[src/core/mct_pkg.sv]
// ----------------------------------------------------------------
// shared constants and carriers of the command / transmit bank
// ----------------------------------------------------------------
package mct_pkg;

    // ------------------------------------------------------------
    // register offsets, page 0 (command sits in every page)
    // ------------------------------------------------------------
    localparam logic [4:0] OFS_COMMAND_CONTROL = 5'h00;
    localparam logic [4:0] OFS_RX_RING_FIRST_PAGE = 5'h01;
    localparam logic [4:0] OFS_RX_RING_LAST_PAGE = 5'h02;
    localparam logic [4:0] OFS_RX_RING_BOUNDARY = 5'h03;
    localparam logic [4:0] OFS_TX_PAGE_AND_FLAGS = 5'h04;
    localparam logic [4:0] OFS_TX_LENGTH_LOW = 5'h05;
    localparam logic [4:0] OFS_TX_LENGTH_HIGH = 5'h06;

    // ------------------------------------------------------------
    // page selection codes
    // ------------------------------------------------------------
    localparam logic [1:0] PAGE_0 = 2'h0;
    localparam logic [1:0] PAGE_1 = 2'h1;
    localparam logic [1:0] PAGE_2 = 2'h2;
    localparam logic [1:0] PAGE_3 = 2'h3;

    // ------------------------------------------------------------
    // remote dma command codes
    // ------------------------------------------------------------
    localparam logic [2:0] DMA_BAD_LOW = 3'h0;
    localparam logic [2:0] DMA_READ = 3'h1;
    localparam logic [2:0] DMA_WRITE = 3'h2;
    localparam logic [2:0] DMA_BAD_HIGH = 3'h3;
    localparam logic [2:0] DMA_ABORT = 3'h4;
    localparam int DMA_ABORT_BIT = 2;

    // ------------------------------------------------------------
    // reset values
    // ------------------------------------------------------------
    localparam logic [7:0] RST_COMMAND_CONTROL = 8'h21;
    localparam logic [7:0] RST_RX_RING_FIRST_PAGE = 8'h00;
    localparam logic [7:0] RST_RX_RING_LAST_PAGE = 8'h00;
    localparam logic [7:0] RST_RX_RING_BOUNDARY = 8'h4C;
    localparam logic [7:0] RST_TX_RESULT_FLAGS = 8'h00;
    localparam logic [7:0] RST_ZERO = 8'h00;

    // ------------------------------------------------------------
    // flag positions of the transmit result byte
    // ------------------------------------------------------------
    localparam int POS_LATE_CLASH_FLAG = 7;
    localparam int POS_TX_GAVE_UP_FLAG = 3;
    localparam int POS_TX_COLLIDED_FLAG = 2;
    localparam int POS_TX_OK_FLAG = 0;

    // command byte: page 7:6, dma 5:3, trigger 2, start 1, stop 0
    typedef struct packed {
        logic [1:0] page_select_bits;
        logic [2:0] dma_code;
        logic send_frame_trigger;
        logic run;
        logic stop;
    } mct_cmd_t;

    // outcome of one transmission, from the transmit path
    typedef struct packed {
        logic late_clash_flag;
        logic tx_gave_up_flag;
        logic collided;
        logic tx_ok_flag;
        logic [3:0] retry_tally;
    } mct_tx_result_t;

endpackage : mct_pkg

[src/core/mct_cmd_tx_regs.sv]
// Operation
// [RL1] command bits 7:6 pick register page 0..3, page 0 after reset.
// [RL2] command resets to 21h and page, dma and stop fields return to default on sleep entry.
// [RL3] dma code 001 is remote read, 010 remote write, 000/011 forbidden, 1xx abort or complete.
// [RL4] host may set the dma top bit to abort, and the device sets it when a transfer finishes.
// [RL5] after an abort the host clears the remote byte count before a new dma command.
// [RL6] an abort leaves the working remote address where it stopped, no reload of the start.
// [RL7] writing one to command bit 2 launches the frame given by tx first page and tx length.
// [RL8] command bit 1 reads one once set and only hardware or software reset clears it.
// [RL9] writing command bit 0 high halts operation and it returns to default on sleep entry.
// [RL10] page 0 offsets 01h and 02h hold read/write ring first and last page, reset 00h.
// [RL11] page 0 offset 03h holds the read/write ring boundary page, reset 4Ch.
// [RL12] page 0 offset 04h takes the tx first page on writes and returns tx flags on reads.
// [RL13] tx flags reset to 00h, bit 7 late clash, bit 3 gave up, bits 6:4 and 1 reserved.
// [RL14] tx flag bit 2 means at least one collision and bit 0 means sent without error.
// [RL15] tx length is 16 bits, low byte at offset 05h, high byte at offset 06h.
// [RL16] retry tally at offset 05h clears on a trigger write and is zero without collisions; a result landing with that write loads its tally instead.
// [RL17] a forbidden dma code starts nothing and keeps the dma engine idle.
`timescale 1ns/10ps
module mct_cmd_tx_regs (
    // clock and reset
    input wire logic clk_sys,
    input wire logic rstn,
    // host register port
    input wire logic host_cs,
    input wire logic host_wr,
    input wire logic host_rd,
    input wire logic [4:0] host_addr,
    input wire logic [7:0] host_wdata,
    output logic [7:0] host_rdata,
    // power and software reset events
    input wire logic sleep_enter,
    input wire logic soft_reset,
    // remote dma engine
    input wire logic dma_done,
    output logic dma_read_go,
    output logic dma_write_go,
    output logic dma_abort,
    // transmit path
    input wire logic tx_done,
    input wire mct_pkg::mct_tx_result_t tx_result,
    output logic tx_go,
    output logic [7:0] tx_buffer_first_page,
    output logic [15:0] tx_length,
    // receive ring and operating state
    output logic [7:0] rx_ring_first_page,
    output logic [7:0] rx_ring_last_page,
    output logic [7:0] rx_ring_boundary,
    output logic [1:0] page_select_bits,
    output logic run_active,
    output logic halted
);
    import mct_pkg::*;

    // ------------------------------------------------------------
    // reset release
    // ------------------------------------------------------------
    logic rst_meta;
    logic rst_n_q;

    // release through two stages; assertion is asynchronous
    always_ff @(posedge clk_sys or negedge rstn) begin
        if (!rstn) begin
            rst_meta <= 1'b0;
            rst_n_q <= 1'b0;
        end else begin
            rst_meta <= 1'b1;
            rst_n_q <= rst_meta;
        end
    end

    // ------------------------------------------------------------
    // address decode
    // ------------------------------------------------------------
    mct_cmd_t command_control;
    mct_cmd_t wr_cmd;
    logic [7:0] tx_result_flags;
    logic [3:0] retry_tally;
    logic [7:0] tx_length_low;
    logic [7:0] tx_length_high;

    wire wr_en = host_cs & host_wr;
    wire rd_en = host_cs & host_rd;
    wire pg0 = (command_control.page_select_bits == PAGE_0); // RL1
    wire hit_cmd = (host_addr == OFS_COMMAND_CONTROL);
    wire hit_first = pg0 & (host_addr == OFS_RX_RING_FIRST_PAGE); // RL10
    wire hit_last = pg0 & (host_addr == OFS_RX_RING_LAST_PAGE); // RL10
    wire hit_bnd = pg0 & (host_addr == OFS_RX_RING_BOUNDARY); // RL11
    wire hit_txpg = pg0 & (host_addr == OFS_TX_PAGE_AND_FLAGS); // RL12
    wire hit_lenl = pg0 & (host_addr == OFS_TX_LENGTH_LOW); // RL15
    wire hit_lenh = pg0 & (host_addr == OFS_TX_LENGTH_HIGH); // RL15
    wire wr_cmd_en = wr_en & hit_cmd;

    // ------------------------------------------------------------
    // command register next value
    // ------------------------------------------------------------
    assign wr_cmd = mct_cmd_t'(host_wdata);
    wire mct_cmd_t cmd_rst = mct_cmd_t'(RST_COMMAND_CONTROL);
    wire dma_busy = ~command_control.dma_code[DMA_ABORT_BIT];
    // forbidden codes are swallowed and the engine stays idle
    wire code_ok = (wr_cmd.dma_code != DMA_BAD_LOW) & (wr_cmd.dma_code != DMA_BAD_HIGH); // RL3 RL17
    wire go_read = wr_cmd_en & (wr_cmd.dma_code == DMA_READ); // RL3
    wire go_write = wr_cmd_en & (wr_cmd.dma_code == DMA_WRITE); // RL3
    wire go_abort = wr_cmd_en & wr_cmd.dma_code[DMA_ABORT_BIT] & dma_busy; // RL4
    wire trig_wr = wr_cmd_en & wr_cmd.send_frame_trigger; // RL7
    wire [2:0] code_w = code_ok ? wr_cmd.dma_code : DMA_ABORT; // RL17
    // completion sets the top bit; set wins over a host write
    wire [2:0] code_d = dma_done ? (code_w | DMA_ABORT) : code_w; // RL4
    wire [2:0] code_h = dma_done ? (command_control.dma_code | DMA_ABORT)
                                 : command_control.dma_code; // RL4

    mct_cmd_t next_cmd;
    always_comb begin
        next_cmd = command_control;
        next_cmd.dma_code = code_h;
        if (wr_cmd_en) begin
            next_cmd.page_select_bits = wr_cmd.page_select_bits; // RL1
            next_cmd.dma_code = code_d; // RL3
            next_cmd.stop = wr_cmd.stop; // RL9
            next_cmd.run = command_control.run | wr_cmd.run; // RL8
        end
        // trigger reads back one until the frame has gone
        if (tx_done) begin
            next_cmd.send_frame_trigger = 1'b0;
        end
        if (trig_wr) begin
            next_cmd.send_frame_trigger = 1'b1; // RL7
        end
        // sleep entry restores page, dma and stop fields only
        if (sleep_enter) begin
            next_cmd.page_select_bits = cmd_rst.page_select_bits; // RL2
            next_cmd.dma_code = cmd_rst.dma_code; // RL2
            next_cmd.stop = cmd_rst.stop; // RL2 RL9
        end
        if (soft_reset) begin
            next_cmd = cmd_rst; // RL8
        end
    end

    // command register and dma strobes
    always_ff @(posedge clk_sys or negedge rst_n_q) begin
        if (!rst_n_q) begin
            command_control <= mct_cmd_t'(RST_COMMAND_CONTROL); // RL2
            dma_read_go <= 1'b0;
            dma_write_go <= 1'b0;
            dma_abort <= 1'b0;
            tx_go <= 1'b0;
        end else begin
            command_control <= next_cmd;
            dma_read_go <= go_read & ~sleep_enter & ~soft_reset;
            dma_write_go <= go_write & ~sleep_enter & ~soft_reset;
            // the engine keeps its working address on abort
            dma_abort <= go_abort | (dma_busy & (sleep_enter | soft_reset)); // RL6
            tx_go <= trig_wr & ~soft_reset; // RL7
        end
    end

    // ------------------------------------------------------------
    // ring and transmit setup registers
    // ------------------------------------------------------------
    always_ff @(posedge clk_sys or negedge rst_n_q) begin
        if (!rst_n_q) begin
            rx_ring_first_page <= RST_RX_RING_FIRST_PAGE;
            rx_ring_last_page <= RST_RX_RING_LAST_PAGE;
            rx_ring_boundary <= RST_RX_RING_BOUNDARY;
            tx_buffer_first_page <= RST_ZERO;
            tx_length_low <= RST_ZERO;
            tx_length_high <= RST_ZERO;
        end else if (wr_en) begin
            if (hit_first) begin
                rx_ring_first_page <= host_wdata; // RL10
            end
            if (hit_last) begin
                rx_ring_last_page <= host_wdata; // RL10
            end
            if (hit_bnd) begin
                rx_ring_boundary <= host_wdata; // RL11
            end
            if (hit_txpg) begin
                tx_buffer_first_page <= host_wdata; // RL12
            end
            if (hit_lenl) begin
                tx_length_low <= host_wdata; // RL15
            end
            if (hit_lenh) begin
                tx_length_high <= host_wdata; // RL15
            end
        end
    end

    // ------------------------------------------------------------
    // transmit result capture
    // ------------------------------------------------------------
    // a gave-up frame reports a zero tally whatever the path says
    wire [7:0] flags_in = {tx_result.late_clash_flag, 3'h0, tx_result.tx_gave_up_flag,
                           tx_result.collided, 1'b0, tx_result.tx_ok_flag}; // RL13 RL14
    wire [3:0] tally_in = (tx_result.tx_gave_up_flag | ~tx_result.collided)
                          ? 4'h0 : tx_result.retry_tally; // RL16

    always_ff @(posedge clk_sys or negedge rst_n_q) begin
        if (!rst_n_q) begin
            tx_result_flags <= RST_TX_RESULT_FLAGS; // RL13
            retry_tally <= 4'h0;
        end else begin
            if (tx_done) begin
                tx_result_flags <= flags_in; // RL13 RL14
            end
            // a result landing with the trigger write wins
            if (tx_done) begin
                retry_tally <= tally_in; // RL16
            end else if (trig_wr) begin
                retry_tally <= 4'h0; // RL16
            end
        end
    end

    // ------------------------------------------------------------
    // read data
    // ------------------------------------------------------------
    wire [7:0] rd_mux = hit_cmd ? command_control :
                        hit_first ? rx_ring_first_page :
                        hit_last ? rx_ring_last_page :
                        hit_bnd ? rx_ring_boundary :
                        hit_txpg ? tx_result_flags : // RL12
                        hit_lenl ? {4'h0, retry_tally} : // RL16
                        RST_ZERO;

    // read data holds until the next read strobe
    always_ff @(posedge clk_sys or negedge rst_n_q) begin
        if (!rst_n_q) begin
            host_rdata <= RST_ZERO;
        end else if (rd_en) begin
            host_rdata <= rd_mux;
        end
    end

    // ------------------------------------------------------------
    // registered views of the operating state
    // ------------------------------------------------------------
    always_ff @(posedge clk_sys or negedge rst_n_q) begin
        if (!rst_n_q) begin
            page_select_bits <= PAGE_0;
            run_active <= 1'b0;
            halted <= 1'b1;
        end else begin
            page_select_bits <= next_cmd.page_select_bits; // RL1
            run_active <= next_cmd.run; // RL8
            halted <= next_cmd.stop; // RL9
        end
    end

    assign tx_length = {tx_length_high, tx_length_low}; // RL15

    // ------------------------------------------------------------
    // checks
    // ------------------------------------------------------------
    property p_page_follows_write;
        @(posedge clk_sys) disable iff (!rst_n_q)
        (wr_cmd_en & ~sleep_enter & ~soft_reset)
            |=> (page_select_bits == $past(host_wdata[7:6]));
    endproperty
    a_page_follows_write: assert property (p_page_follows_write) // RL1
        else $error("page select did not follow command write");

    property p_sleep_defaults;
        @(posedge clk_sys) disable iff (!rst_n_q)
        sleep_enter |=> (command_control.page_select_bits == PAGE_0)
            && (command_control.dma_code == DMA_ABORT) && command_control.stop;
    endproperty
    a_sleep_defaults: assert property (p_sleep_defaults) // RL2
        else $error("sleep entry left command fields off default");

    property p_read_go;
        @(posedge clk_sys) disable iff (!rst_n_q)
        (wr_cmd_en & (host_wdata[5:3] == DMA_READ) & ~sleep_enter & ~soft_reset)
            |=> dma_read_go && !dma_write_go;
    endproperty
    a_read_go: assert property (p_read_go) // RL3
        else $error("remote read code did not start a read");

    property p_done_sets_top;
        @(posedge clk_sys) disable iff (!rst_n_q)
        dma_done |=> command_control.dma_code[DMA_ABORT_BIT];
    endproperty
    a_done_sets_top: assert property (p_done_sets_top) // RL4
        else $error("dma completion did not set top bit");

    property p_abort_pulse;
        @(posedge clk_sys) disable iff (!rst_n_q)
        (wr_cmd_en & host_wdata[5] & dma_busy) |=> dma_abort ##1 !dma_abort[*1];
    endproperty
    a_abort_pulse: assert property (p_abort_pulse) // RL6
        else $error("abort write did not give a one-cycle abort");

    property p_tx_go_pulse;
        @(posedge clk_sys) disable iff (!rst_n_q)
        (trig_wr & ~soft_reset) |=> tx_go && command_control.send_frame_trigger;
    endproperty
    a_tx_go_pulse: assert property (p_tx_go_pulse) // RL7
        else $error("trigger write did not launch the frame");

    property p_run_sticky;
        @(posedge clk_sys) disable iff (!rst_n_q)
        (run_active && !soft_reset) |=> run_active;
    endproperty
    a_run_sticky: assert property (p_run_sticky) // RL8
        else $error("run bit dropped without a reset");

    property p_boundary_write;
        @(posedge clk_sys) disable iff (!rst_n_q)
        (wr_en & hit_bnd) |=> (rx_ring_boundary == $past(host_wdata));
    endproperty
    a_boundary_write: assert property (p_boundary_write) // RL11
        else $error("boundary page did not take the write");

    property p_flags_read;
        @(posedge clk_sys) disable iff (!rst_n_q)
        (rd_en & hit_txpg) |=> (host_rdata == $past(tx_result_flags))
            && (host_rdata[6:4] == 3'h0) && !host_rdata[1];
    endproperty
    a_flags_read: assert property (p_flags_read) // RL12 RL13
        else $error("flag read returned wrong value");

    property p_tally_clear;
        @(posedge clk_sys) disable iff (!rst_n_q)
        (trig_wr & ~tx_done) |=> (retry_tally == 4'h0);
    endproperty
    a_tally_clear: assert property (p_tally_clear) // RL16
        else $error("retry tally not cleared by trigger");

    property p_bad_code_idle;
        @(posedge clk_sys) disable iff (!rst_n_q)
        (wr_cmd_en & ~code_ok) |=> !dma_read_go && !dma_write_go
            && command_control.dma_code[DMA_ABORT_BIT];
    endproperty
    a_bad_code_idle: assert property (p_bad_code_idle) // RL17
        else $error("forbidden dma code started a transfer");

endmodule : mct_cmd_tx_regs

[config.mk]
export PLATFORM = sky130hd
export DESIGN_NAME = mct_cmd_tx_regs
export DESIGN_NICKNAME = d
export VERILOG_FILES = /design/src/core/mct_pkg.sv /design/src/core/mct_cmd_tx_regs.sv
export SDC_FILE = /design/constraint.sdc
export NUM_CORES = 1
export LEC_CHECK = 0
export BUFFER_PORTS_ARGS = -buffer_cell sky130_fd_sc_hd__buf_2
export CAP_MARGIN = 20
export CORE_MARGIN = 2
export CORE_UTILIZATION = 52
export DETAILED_ROUTE_END_ITERATION = 10
export HOLD_SLACK_MARGIN = 0.12
export MAX_ROUTING_LAYER = met4
export PLACE_DENSITY = 0.76
export SLEW_MARGIN = 40
export SYNTH_ARGS = -nofsm -noshare
export SYNTH_HDL_FRONTEND = slang
export SYNTH_SLANG_ARGS = --single-unit
[constraint.sdc]
create_clock -name clk_sys -period 3.2 [get_ports clk_sys]
set_clock_uncertainty 0.05 [all_clocks]
set_input_delay 0.96 -clock clk_sys [delete_from_list [all_inputs] [get_ports clk_sys]]
set_output_delay 0.96 -clock clk_sys [all_outputs]
set_load 0.05 [all_outputs]
==> metrics.csv <==
metric;value;unit
final cell area excluding filler cells;4130;µm²
crit path to;rx_ring_last_page[2];
GRT Util Overall;0.234;
final number of setup-violating endpoints;0;
post-synthesis sequential area ratio;0.572;
clock root buffer;clkbuf_8;
final hold violation count;0;
total CTS buffers;9;
syn_nets;296;
cell taking the most area after synthesis;dfrtp_1;
pre-CTS setup slack;0.260;ns
standard-cell rows;29;
final hold slack;0.171;ns
async set-reset flop share out of synthesis;1.00;
TritonCTS clock tree;yes;
Post-synth EDFFs;0;
Clock transition at path regs;0.08;ns
initial antenna violation count;0;
Max VDD drop;0.000413;V
reg2reg start;page_select_bits[1];
latest clock arrival within the worst-skew pair;0.35;ns
CP startpoint kind;primary input;
R2R Path End;rx_ring_last_page[2];
post-route ant nets;0;
Synth cell types;41;
final WL;7.66;mm
Ant. Diodes;0;
Synth Warn #;0;
DRC Markers;0;
vias in the first global route;2415;
RSZ-0062 raised after global routing;no;
Reg area;1960;µm²
CP required;3.39;ns
postcts setup bufs;0;
Die Area;7250;µm²
Fmax;390;MHz
Mapped Cells;266;
initial core utilization;0.540;
dominant synthesized flop cell;dfrtp_1;
CTS Sinks;78;
CP Launch Point;host_addr[4];
Tcrit/Tclk final;0.800;
flop-to-flop setup slack;0.89;ns
Port Buffers;93;
Die Ht;85.2;µm
total iterations of the first detailed-routing run;4;
Nets;391;
Max Fanout on Critical Path;8;
Final Worst Setup Slack;0.639;ns
Mapped Area;3430;µm²
end-of-flow core utilization;0.651;
clock tree buffer depth;2;
Slew HR;0.575;
Leak;2.06;nW
initial detailed-routing violation count;111;
min-delay worst type;reg2async;
I/O Pins;94;
ranking of synthesized cells by area;dfrtp_1, mux2_2, dfstp_2;
max-cap violation count;0;
Crit path arrival time;2.75;ns
Via density;5.56;
gpl congestion;0.886;
Crit. End Element;flop;
Multi-input gate area;1370;µm²
Cell Pwr Density;604;nW/µm²
Post-DP Area;3950;µm²
fraction of layout cells with a size suffix above 1;0.508;
Yosys reg bits;78;
first-pass GRT wire length;12.5;mm
DR vias;2461;
DR WL/cell;17.3;µm
Pins Over Slew Limit;0;
min cycle time layout;2.56;ns
largest net degree at the start of global routing;33;
H-tree depth;3;
Post-Place Cells;427;
Synth top area share;0.533;
Core ar.;6350;µm²
Setup TNS;0;ns
Post-CTS Resized;0;
Die X;85.2;µm
# fillers;499;
outcome;finished, final reports clean;
total power;2.49;mW
FF-to-FF path depth;4;
Syn Area/Cell;12.9;µm²
Worst-Margin Slew;0.631;ns
Layout Cells excl Fill;443;
area delta synth->final;20.6;%
critical path type;in2reg;
total grt overflow;0;
cts hold-fix bufs;0;
DP Wirelength;5.76;mm
-- cell usage in the layout, fill, tap and decap left out, types with 2 or more instances in the layout --
cell        Yosys  final
a221oi_1        4      4
mux2_2         54     54
nor4_1          3      3
nand3_1         5      5
nor3_1          2      2
or3_1           2      2
a21oi_1        16     16
nor2_1         16     16
mux2i_1         7      7
nand2_1        14     14
dfrtp_1        73     72
clkinvlp_4      0      4
a22o_1          7      7
dfstp_2         5      5
buf_4           2      7
nor3_4          2      2
o22a_1          3      3
o21ai_0         8      8
clkinv_4        0      2
or4_1           4      4
buf_2           3     93
clkbuf_8        0     10
nand3b_1        2      2
nand2b_1        6      6
-- final cells by class --
| type | count | share of cell area |
|---|---|---|
| Inverter | 1 | 0.000908 |
| Clock inverter | 6 | 0.0115 |
| Timing Repair Buffer | 100 | 0.125 |
| Multi-Input combinational cell | 171 | 0.332 |
| Tap cell | 77 | 0.0233 |
| Clock buffer | 10 | 0.0333 |
| Sequential cell | 78 | 0.474 |
-- critical path, cell delays in order --
cell and delay (ns):
buf_2 0.11, or3_4 0.41, or3_1 0.49, nor3_4 0.38
mux2_2 0.39
-- kinds of logic (layout without fill, tap and decap cells) --
| family | Yosys count | count (layout) | share of synthesized area |
|---|---|---|---|
| compound gates | 41 | 41 | 0.0774 |
| mux | 61 | 61 | 0.198 |
| flops | 78 | 78 | 0.572 |
| buf+inv | 17 | 117 | 0.0285 |
| simple gates | 68 | 68 | 0.123 |
| other cells | 1 | 1 | 0.00109 |
-- sequential cells by signal (all words and copies together), names as in the netlist --
| signal | cells |
|---|---|
| rst_meta | 1 |
| rx_ring_boundary | 8 |
| tx_length_low | 8 |
| dma_read_go | 1 |
| run_active | 1 |
| host_rdata | 8 |
| tx_go | 1 |
| command_control | 4 |
| rx_ring_first_page | 8 |
| rst_n_q | 1 |
| dma_abort | 1 |
| page_select_bits | 2 |
| tx_result_flags | 4 |
| tx_buffer_first_page | 8 |
| dma_write_go | 1 |
| retry_tally | 4 |
| tx_length_high | 8 |
| rx_ring_last_page | 8 |
| halted | 1 |
-- power breakdown --
group | switching [mW] | internal, mW
clock network | 0.373 | 0.305
registers | 0.0689 | 1.09
logic | 0.479 | 0.177
-- metal layers --
| metal | global-route usage | vias up | share of wire |
|---|---|---|---|
| met5 | - | - | 0 |
| met4 | 0.101 | 0 | 0.025 |
| met3 | 0.0632 | 23 | 0.064 |
| met2 | 0.335 | 88 | 0.47 |
| met1 | 0.316 | 1191 | 0.44 |
| li1 | - | 1159 | - |
-- cell usage after synthesis (all sizes together) (4+ instances only) --
cell type	count
a21oi	16
a221oi	4
a22o	7
buf	10
clkbuf	6
dfrtp	73
dfstp	5
mux2	54
mux2i	7
nand2	14
nand2b	6
nand3	5
nor2	18
nor3	5
nor4	4
o21ai	8
or4	5
-- worst min-delay path by stage --
stage,slack [ns],from,end
floorplan,0.28,rst_meta,rst_n_q
global placement,0.18,rst_n_q,tx_length_low[2]
detailed placement,0.19,rst_n_q,tx_length_low[2]
CTS,0.19,rst_n_q,tx_buffer_first_page[0]
global route,0.22,rst_n_q,tx_length_low[4]
finish,0.17,rst_n_q,tx_buffer_first_page[2]
Power figures use the tool's default switching activity.
